<file path="config.mk">
export PLATFORM = sky130hd
export DESIGN_NAME = pecc_core
export DESIGN_NICKNAME = d
export VERILOG_FILES = /design/src/logic/pecc_pkg.sv /design/src/logic/pecc_sync.sv /design/src/logic/pecc_core.sv
export VERILOG_INCLUDE_DIRS = /design/src /design/src/logic
export SDC_FILE = /design/constraint.sdc
export NUM_CORES = 1
export LEC_CHECK = 0
export ABC_CLOCK_PERIOD_IN_PS = 5900
export BUFFER_PORTS_ARGS = -buffer_cell sky130_fd_sc_hd__buf_2
export CORE_MARGIN = 4
export CORE_UTILIZATION = 40
export DETAILED_ROUTE_END_ITERATION = 7
export PLACE_DENSITY = 0.62
export REMOVE_ABC_BUFFERS = 1
export SYNTH_ARGS = -nofsm -noshare
export SYNTH_HDL_FRONTEND = slang
export SYNTH_SLANG_ARGS = --single-unit
</file>
<file path="constraint.sdc">
create_clock -name ref_clk -period 5.9 [get_ports ref_clk]
set_input_delay 0.885 -clock ref_clk [delete_from_list [all_inputs] [get_ports ref_clk]]
set_output_delay 0.885 -clock ref_clk [all_outputs]
set_load 0.005 [all_outputs]
</file>
<file path="src/logic/pecc_regs.svh">
`ifndef PECC_REGS_SVH
`define PECC_REGS_SVH
// Functional notes
// - Count once per rise of die temperature above the trip threshold, event 3BH.
// - After a trip, lower frequency and voltage without any software request.
// - While throttled, sample temperature each millisecond; restore when below threshold.
// - Event 3CH mask 00H counts core clock cycles while core is not halted.
// - Core counts as halted from halt instruction onward; no running counts then.
// - Running core-cycle count follows the actual core clock, whatever its rate.
// - Event 3CH mask 01H counts bus cycles while core is not halted.
// - Running bus-cycle count keeps fixed ratio to the reference running cycle count.
// - Event 3CH mask 02H counts bus cycles when this core runs, other halted.
// - Event 40H counts cacheable reads matching line state, excluding locked reads.
// - Event 41H counts cacheable writes matching line state, excluding locked writes.
// - Event 42H counts only locked cacheable reads matching line state.
// ==========================================================
// Event codes and masks
`define PECC_EV_TRIP 8'h3b
`define PECC_UM_TRIP 8'hc0
`define PECC_EV_RUN 8'h3c
`define PECC_UM_CORE 8'h00
`define PECC_UM_BUS 8'h01
`define PECC_UM_SOLE 8'h02
`define PECC_EV_RD 8'h40
`define PECC_EV_WR 8'h41
`define PECC_EV_LK 8'h42
// ==========================================================
// Timing
`define PECC_CLK_HZ 100000000
`define PECC_SAMPLE_US 1000
`define PECC_SAMPLE_CYC ((`PECC_CLK_HZ / 1000000) * `PECC_SAMPLE_US)
`define PECC_CNT_RST 48'h0
`endif

</file>
<file path="src/logic/pecc_pkg.sv">
package pecc_pkg;
    typedef enum logic [1:0] {
        PECC_NORMAL,
        PECC_THROTTLED,
        PECC_SAMPLE
    } pecc_thr_e;
    typedef logic [7:0] pecc_code_t;
endpackage

</file>
<file path="src/logic/pecc_sync.sv">
`timescale 1ns/1ps
module pecc_sync #(
    parameter int WIDTH = 1
) (
    input wire logic ref_clk,
    input wire logic srst,
    input wire logic [WIDTH-1:0] din,
    output logic [WIDTH-1:0] dout
);
    logic [WIDTH-1:0] meta;
    logic [WIDTH-1:0] next_meta;
    logic [WIDTH-1:0] next_dout;

    always_comb begin
        next_meta = srst ? '0 : din;
        next_dout = srst ? '0 : meta;
    end

    always_ff @(posedge ref_clk) begin
        meta <= next_meta;
        dout <= next_dout;
    end
endmodule

</file>
<file path="src/logic/pecc_core.sv">
`timescale 1ns/1ps
`include "pecc_regs.svh"
module pecc_core import pecc_pkg::*; #(
    parameter int CNT_W = 48,
    parameter int SAMPLE_CYC = `PECC_SAMPLE_CYC
) (
    input wire logic ref_clk,
    input wire logic srst,
    input wire logic [7:0] event_code,
    input wire logic [7:0] unit_mask,
    input wire logic core_tick,
    input wire logic bus_tick,
    input wire logic halt_instruction,
    input wire logic wake,
    input wire logic other_core_halted,
    input wire logic over_trip,
    input wire logic cache_rd,
    input wire logic cache_wr,
    input wire logic cache_locked,
    input wire logic [3:0] line_state,
    output logic [CNT_W-1:0] event_count,
    output logic throttle,
    output logic core_halted
);
    // ==========================================================
    // Input synchronisation
    // Sensor and sibling status come from other domains; ticks are local.
    logic [1:0] sync_in;
    logic trip_s;
    logic other_halted_s;

    pecc_sync #(
        .WIDTH(2)
    ) u_sync (
        .ref_clk(ref_clk),
        .srst(srst),
        .din({over_trip, other_core_halted}),
        .dout(sync_in)
    );

    assign trip_s = sync_in[1];
    assign other_halted_s = sync_in[0];

    // ==========================================================
    // Event selection
    function automatic logic sel_match(input pecc_code_t ev, input pecc_code_t um,
                                       input pecc_code_t want_ev, input pecc_code_t want_um);
        sel_match = (ev == want_ev) && (um == want_um);
    endfunction

    function automatic logic state_ok(input logic [3:0] mask, input logic [3:0] st);
        state_ok = |(mask & st);
    endfunction

    // ==========================================================
    // Halt tracking and thermal throttle
    logic trip_d;
    logic next_trip_d;
    logic next_core_halted;
    pecc_thr_e thr_state;
    pecc_thr_e next_thr_state;
    logic next_throttle;
    logic [31:0] ms_cnt;
    logic [31:0] next_ms_cnt;
    logic trip_rise;

    assign trip_rise = trip_s && !trip_d;

    always_comb begin
        next_trip_d = trip_s;
        next_core_halted = core_halted;
        if (halt_instruction) begin
            next_core_halted = 1'b1;
        end else if (wake) begin
            next_core_halted = 1'b0;
        end
        next_thr_state = thr_state;
        next_ms_cnt = ms_cnt;
        unique case (thr_state)
            PECC_NORMAL: begin
                if (trip_rise) begin
                    next_thr_state = PECC_THROTTLED;
                    next_ms_cnt = 32'(SAMPLE_CYC - 1);
                end
            end
            PECC_THROTTLED: begin
                if (ms_cnt == 32'h0) begin
                    next_thr_state = PECC_SAMPLE;
                end else begin
                    next_ms_cnt = ms_cnt - 32'h1;
                end
            end
            PECC_SAMPLE: begin
                if (trip_s) begin
                    next_thr_state = PECC_THROTTLED;
                    next_ms_cnt = 32'(SAMPLE_CYC - 2);
                end else begin
                    next_thr_state = PECC_NORMAL;
                end
            end
            // The fourth code is unused; fall back to normal running rather than lock up
            default: begin
                next_thr_state = PECC_NORMAL;
            end
        endcase
        next_throttle = (next_thr_state != PECC_NORMAL);
        if (srst) begin
            next_trip_d = 1'b0;
            next_core_halted = 1'b0;
            next_thr_state = PECC_NORMAL;
            next_ms_cnt = 32'h0;
            next_throttle = 1'b0;
        end
    end

    always_ff @(posedge ref_clk) begin
        trip_d <= next_trip_d;
        core_halted <= next_core_halted;
        thr_state <= next_thr_state;
        ms_cnt <= next_ms_cnt;
        throttle <= next_throttle;
    end

    // ==========================================================
    // Counter
    // A single increment per cycle: only one source can be selected at once.
    logic inc;
    logic [CNT_W-1:0] next_event_count;
    logic running;

    // The halt cycle itself is blocked, so no count slips in before core_halted rises
    assign running = !core_halted && !halt_instruction;

    always_comb begin
        inc = 1'b0;
        if (sel_match(event_code, unit_mask, `PECC_EV_TRIP, `PECC_UM_TRIP)) begin
            inc = trip_rise;
        end else if (sel_match(event_code, unit_mask, `PECC_EV_RUN, `PECC_UM_CORE)) begin
            inc = core_tick && running;
        end else if (sel_match(event_code, unit_mask, `PECC_EV_RUN, `PECC_UM_BUS)) begin
            inc = bus_tick && running;
        end else if (sel_match(event_code, unit_mask, `PECC_EV_RUN, `PECC_UM_SOLE)) begin
            inc = bus_tick && running && other_halted_s;
        end else if (event_code == `PECC_EV_RD) begin
            inc = cache_rd && !cache_locked && state_ok(unit_mask[3:0], line_state);
        end else if (event_code == `PECC_EV_WR) begin
            inc = cache_wr && !cache_locked && state_ok(unit_mask[3:0], line_state);
        end else if (event_code == `PECC_EV_LK) begin
            inc = cache_rd && cache_locked && state_ok(unit_mask[3:0], line_state);
        end
        next_event_count = event_count + CNT_W'(inc);
        if (srst) begin
            next_event_count = CNT_W'(`PECC_CNT_RST);
        end
    end

    always_ff @(posedge ref_clk) begin
        event_count <= next_event_count;
    end

    // ==========================================================
    // Assertions
    a_trip_count: assert property (@(posedge ref_clk) disable iff (srst)
        (sel_match(event_code, unit_mask, `PECC_EV_TRIP, `PECC_UM_TRIP) && trip_rise)
        |=> event_count == $past(event_count) + CNT_W'(1))
        else $error("trip not counted");
    a_trip_throttle: assert property (@(posedge ref_clk) disable iff (srst)
        (thr_state == PECC_NORMAL && trip_rise) |=> throttle)
        else $error("no throttle after trip");
    a_throttle_hold: assert property (@(posedge ref_clk) disable iff (srst)
        (thr_state == PECC_SAMPLE && trip_s) |=> throttle && thr_state == PECC_THROTTLED)
        else $error("throttle released while hot");
    a_restore_cool: assert property (@(posedge ref_clk) disable iff (srst)
        (thr_state == PECC_SAMPLE && !trip_s) |=> !throttle)
        else $error("no restore when cool");
    a_core_cycles: assert property (@(posedge ref_clk) disable iff (srst)
        (sel_match(event_code, unit_mask, `PECC_EV_RUN, `PECC_UM_CORE) && core_tick && running)
        |=> event_count != $past(event_count))
        else $error("core cycle missed");
    a_halt_quiet: assert property (@(posedge ref_clk) disable iff (srst)
        (core_halted && event_code == `PECC_EV_RUN) |=> $stable(event_count))
        else $error("count while halted");
    a_halt_sticks: assert property (@(posedge ref_clk) disable iff (srst)
        halt_instruction |=> core_halted)
        else $error("halt not entered");
    a_sole_bus: assert property (@(posedge ref_clk) disable iff (srst)
        (sel_match(event_code, unit_mask, `PECC_EV_RUN, `PECC_UM_SOLE) && !other_halted_s)
        |=> $stable(event_count))
        else $error("sole count with sibling running");
    a_locked_excluded: assert property (@(posedge ref_clk) disable iff (srst)
        (event_code == `PECC_EV_RD && cache_locked) |=> $stable(event_count))
        else $error("locked read counted");
    a_step_one: assert property (@(posedge ref_clk) disable iff (srst)
        (event_count - $past(event_count)) <= CNT_W'(1))
        else $error("step above one");
    a_bus_cycles: assert property (@(posedge ref_clk) disable iff (srst)
        (sel_match(event_code, unit_mask, `PECC_EV_RUN, `PECC_UM_BUS) && bus_tick && running)
        |=> event_count == $past(event_count) + CNT_W'(1))
        else $error("bus cycle missed");
    a_sole_count: assert property (@(posedge ref_clk) disable iff (srst)
        (sel_match(event_code, unit_mask, `PECC_EV_RUN, `PECC_UM_SOLE) && bus_tick && running
        && other_halted_s) |=> event_count == $past(event_count) + CNT_W'(1))
        else $error("sole bus cycle missed");
    a_read_counted: assert property (@(posedge ref_clk) disable iff (srst)
        (event_code == `PECC_EV_RD && cache_rd && !cache_locked
        && state_ok(unit_mask[3:0], line_state)) |=> event_count == $past(event_count) + CNT_W'(1))
        else $error("cacheable read missed");
    a_write_locked: assert property (@(posedge ref_clk) disable iff (srst)
        (event_code == `PECC_EV_WR && cache_locked) |=> $stable(event_count))
        else $error("locked write counted");
    a_lock_only: assert property (@(posedge ref_clk) disable iff (srst)
        (event_code == `PECC_EV_LK && !cache_locked) |=> $stable(event_count))
        else $error("unlocked read counted as locked");
    a_sample_due: assert property (@(posedge ref_clk) disable iff (srst)
        (thr_state == PECC_THROTTLED && ms_cnt == 32'h0) |=> thr_state == PECC_SAMPLE)
        else $error("temperature sample skipped");

    c_trip: cover property (@(posedge ref_clk) disable iff (srst) throttle ##1 !throttle);
    c_halt: cover property (@(posedge ref_clk) disable iff (srst) core_halted ##1 !core_halted);
    c_lock: cover property (@(posedge ref_clk) disable iff (srst)
        event_code == `PECC_EV_LK && cache_rd && cache_locked);
    c_sole: cover property (@(posedge ref_clk) disable iff (srst)
        sel_match(event_code, unit_mask, `PECC_EV_RUN, `PECC_UM_SOLE) && bus_tick && running
        && other_halted_s);
endmodule

</file>
Word level (Yosys, flattened, before mapping)
Cells that the tools add are included.

storage, ports and cells
  output and inout bits = 50
  input port bits = 31
  register bits = 89
  logic and storage cells = 68

cells by class
  reduce and logical (&&, ||, !) cells = 27
  bitwise operators = 1
  equality and inequality tests = 13
  add/sub/neg operators = 2
  mux-type cells = 17

operators by type and width
  kind                                                                   count
  32-bit 2-to-1 mux                                                      3
  32-bit case mux with 3 select lines                                    1
  48-bit by 1-bit adder with 48-bit output                               1
  32-bit logical NOT                                                     1
  32-bit by 1-bit subtractor with 32-bit output, second input constant   1
  8-bit by 7-bit equality test with 1-bit output, second input constant  3
  8-bit by 6-bit equality test with 1-bit output, second input constant  2
  1-bit logical AND                                                      15
  1-bit 2-to-1 mux                                                       10
  8-bit by 1-bit equality test with 1-bit output, second input constant  1
  8-bit by 2-bit equality test with 1-bit output, second input constant  1
  8-bit equality test, second input constant                             1
  8-bit logical NOT                                                      1
  2-bit case mux with 3 select lines                                     1
  4-bit bitwise AND                                                      1
  1-bit logical NOT                                                      4
  2-bit 2-to-1 mux                                                       2
  2-bit != test, second input constant                                   2
  4-bit AND reduction                                                    1
  2-bit nonzero test                                                     2
  4-bit OR reduction                                                     1
  3-bit nonzero test                                                     1
  2-bit by 1-bit equality test with 1-bit output, second input constant  1
  2-bit equality test, second input constant                             1
  other kinds (2)                                                        2

Logic depth before layout (Yosys ltp)
  word-level depth = 11
  depth in mapped cells = 13
  gate-level depth less buffers = 12

Modules after synthesis
From an unflattened synthesis, not the netlist that was laid out.

unflattened totals
  cells, all modules = 577
  area total of the unflattened synthesis = 4,946.0 µm²

modules (own cells, without submodules)
  module     area an instance (µm²)  cells each  seq. area each (µm²)  instances
  pecc_core  4,840.9                 569         1,701.6               1
  pecc_sync  105.1                   8           80.1                  1

Worst setup path before layout
No wires, ideal clock.

  kind = input to register
  start = input unit_mask[0]
  end = register event_count[34]
  buffers on the path = 1
  stages = 13
  data arrival time = 3.270 ns
  required time = 5.772 ns
  slack = 2.502 ns
  setup time = 0.128 ns
  cell sequence = nand2b_1 > a2111oi_0 > o21bai_1 > o2bb2ai_1 > a22oi_1 > ha_1 > ha_1 > nand2_1 > nor4_1 > clkbuf_1 > nand4_1 > xor2_1 > nor2_1

on the way
  cells in the longest elaborated chain, start to end = 11
  elaborated cells between the ends (all ways) = 21
  those cells by class = 1 x add/sub; 3 x eq/ne; 7 x mux; 1 x bitwise; 9 x reduce/logical

RTL lines
  what                                        RTL line          source
  start, declared                             pecc_core.sv:10   input wire logic [7:0] unit_mask,
  4-bit bitwise AND                           pecc_core.sv:52   state_ok = |(mask & st);
  4-bit OR reduction                          pecc_core.sv:52
  1-bit logical AND                           pecc_core.sv:149  inc = cache_rd && cache_locked && state_ok(unit_mask[3:0], line_state);
  1-bit 2-to-1 mux                            pecc_core.sv:148  end else if (event_code == `PECC_EV_LK) begin
  1-bit 2-to-1 mux                            pecc_core.sv:146  end else if (event_code == `PECC_EV_WR) begin
  1-bit 2-to-1 mux                            pecc_core.sv:144  end else if (event_code == `PECC_EV_RD) begin
  1-bit 2-to-1 mux                            pecc_core.sv:142  end else if (sel_match(event_code, unit_mask, `PECC_EV_RUN, `PECC_UM_SOLE)) begin
  1-bit 2-to-1 mux                            pecc_core.sv:140  end else if (sel_match(event_code, unit_mask, `PECC_EV_RUN, `PECC_UM_BUS)) begin
  1-bit 2-to-1 mux                            pecc_core.sv:138  end else if (sel_match(event_code, unit_mask, `PECC_EV_RUN, `PECC_UM_CORE)) begin
  1-bit 2-to-1 mux *                          pecc_core.sv:136  if (sel_match(event_code, unit_mask, `PECC_EV_TRIP, `PECC_UM_TRIP)) begin
  48-bit by 1-bit adder with 48-bit output *  pecc_core.sv:151  next_event_count = event_count + CNT_W'(inc);
  end signal, assigned                        pecc_core.sv:158  event_count <= next_event_count;
  end, declared                               pecc_core.sv:21   output logic [CNT_W-1:0] event_count,

Every way passes the cells marked *; elsewhere a longest branch is shown, timed or not.
A chain may end at the register's enable or synchronous reset.

Final worst setup path
  start = input unit_mask[0]
  end = register event_count[47]

Same word-level chain as after synthesis.

==> results_dict.tcl <==
set metrics [dict create \
    outcome "finished clean" \
    ys_ff_latch 89 \
    pwr-share-comb 0.174 \
    n_antenna_cell 0 \
    grt_max_degree 70 \
    fin_skew_ns 0.00690 \
    synth_edf_count 0 \
    end_kind "flop" \
    cts_tree "done" \
    setup_tns_ns 0 \
    wl_um 11700 \
    dp_hpwl_um 8230 \
    vias 4501 \
    die_area_um2 13400 \
    crit_type "in2reg" \
    multi_input_area_um2 2680 \
    netlist_top_cells_area "dfxtp_1 38%, a21oi_1 5.3%, nor2_1 4.7%" \
    die-width_um 116 \
    yosys.area.top_type "dfxtp_1" \
    drc 0 \
    dpl-instance-area_um2 5180 \
    synth_area_um2 4660 \
    post-cts-setup-buffers 0 \
    fin_nets 677 \
    io_pins 81 \
    max_freq_ghz 0.274 \
    ys.flop_type "dfxtp_1" \
    postCtsResizedCells 0 \
    period_minus_slack_ns 3.65 \
    worst_pin_slew_ns 0.934 \
    fillers 1144 \
    path_clk_slew_ns 0.06 \
    cap_violations 0 \
    swShare 0.282 \
    cts_htree_levels 3 \
    cts_num_sinks 89 \
    p_per_area_nw_per_um2 268 \
    clkPwrFrac 0.391 \
    gp_congestion 0.826 \
    fin_cells 785 \
    initial_core_util 0.408 \
    async_flop_share 0 \
    first_pass_iters 5 \
    via_per_inst 5.73 \
    final_cell_mix "89 x dfxtp_1, 80 x buf_2, 59 x nor2_1" \
    relSlewSlack 0.378 \
    coreArea_um2 11400 \
    fin_crit_sh 0.619 \
    wl_per_cell_um 14.9 \
    grt_overflow 0 \
    clk_latency_ns 0.34 \
    regArea_um2 1780 \
    rsz0062_at_grt "no" \
    critPathRequiredTime_ns 6.13 \
    switchingPower_mw 0.414 \
    power_leakage_nw 2.11 \
    syn_avg_cell_area_um2 8.24 \
    ctsRootBufferMaster "clkbuf_16" \
    critPathLaunchType "primary input" \
    final_hold_viol_count 0 \
    final_antenna_net_count 0 \
    rows 39 \
    synth_top_area_frac 0.382 \
    grt_pass1_vias 4373 \
    power.total_mw 1.47 \
    area_growth_pct 17.5 \
    setup_viol 0 \
    grt_pass1_wl_um 20100 \
    io_buffers 80 \
    synth_cell_type_count 58 \
    ctsLongestPathBuffers 2 \
    layout-drive-gt1-share 0.181 \
    fin_area_um2 5480 \
    yosys_warnings 0 \
    seq_area_frac_synth 0.382 \
    sequentialPowerShare 0.435 \
    crit_path_max_fanout 14 \
    dp_cells 769 \
    ctsHoldBuffers 0 \
    antenna_found_initial 0 \
    dieHeight_um 116 \
    numCtsBuffers 9 \
    utilization 0.480 \
    layout_commonest_cell "dfxtp_1" \
    maxSlewViolCount 0 \
    arrival_ns 3.88 \
    peakVddDrop_uv 118 \
    grt_usage 0.181 \
    dr.first_iter.drc_count 269 \
    power.internal_mw 1.05 \
    min_path_type "reg2reg" \
    synthCells 566 \
]
==> sequential cells by signal, summed over array words and instances, names as in the netlist <==
signal       cells
ms_cnt          32
u_sync.meta      2
thr_state        2
trip_d           1
u_sync.dout      2
throttle         1
core_halted      1
event_count     48
==> Yosys cell counts, types with 4 or more instances <==
cell type and n:
a211oi_1 5, a21oi_1 49, a31oi_1 5, and2_1 4, and3_1 7, clkbuf_1 19, dfxtp_1 89, ha_1 9
inv_1 24, nand2_1 29, nand2b_1 4, nand3_1 25, nand4_1 22, nor2_1 59, nor2b_1 10, nor3_1 11
nor4_1 13, o21ai_0 20, o31ai_1 26, or3_1 23, or4_1 25, xnor2_1 9, xor2_1 20
==> power groups by stage <==
stage / sequential (mW) / combinational [mW] / clock (mW)
2_1_floorplan: 0.646 / 0.176 / 0
3_3_place_gp: 0.651 / 0.246 / 0
3_5_place_dp: 0.652 / 0.253 / 0
4_1_cts: 0.638 / 0.254 / 0.588
5_1_grt: 0.642 / 0.288 / 0.614
6_report: 0.639 / 0.255 / 0.573
==> cell type report <==
class,count,area share
multi-input cells,426,0.489
flip-flops and latches,89,0.325
repair buffers,87,0.0827
clock buffers,11,0.0443
well taps,143,0.0327
inverters,24,0.0164
clock inverters,5,0.0100
==> routing by layer <==
layer | wire length, µm | track usage
met2 | 5560 | 0.292
met3 | 354 | 0.0308
met1 | 5590 | 0.243
met5 | 0 | 0
met4 | 162 | 0.0650
==> final timing paths <==
path / start / end / slack [ns] / cells past startpoint
worst max-delay path: unit_mask[0] / event_count[47] / 2.25 / 12
worst min-delay path: u_sync.meta[1] / u_sync.dout[1] / 0.44 / 1
worst max register to register: u_sync.dout[0] / event_count[47] / 2.69 / 11
worst min register to register: u_sync.meta[1] / u_sync.dout[1] / 0.44 / 1
==> cells by family after synthesis <==
| kind of cell | share of synthesized area |
|---|---|
| xor gates and xnor gates | 0.0545 |
| DFF | 0.382 |
| buffers and inverters | 0.0480 |
| muxes | 0.00456 |
| adders and majority gates | 0.0241 |
| and+or+nand+nor | 0.303 |
| AOI/OAI and AO/OA | 0.184 |
==> stage by stage <==
stage	worst slack [ns]	hold slack (ns)
after floorplan	1.67	0.414
after global placement	2.04	0.420
after detailed placement	1.93	0.426
after CTS	2.22	0.441
after global routing	1.87	0.469
final	2.25	0.439
==> critical path, cell delays in order <==
cell and delay, ns:
buf_2 0.11, nand2b_1 0.13, a2111oi_0 0.41, o21bai_1 0.10, o2bb2ai_1 0.13, a22oi_1 0.22, ha_1 0.20, nand3_1 0.10
nor2_1 0.41, nand3_1 0.46, nor4_1 0.33, mux2_2 0.37
(Power assumes the default switching activity.)
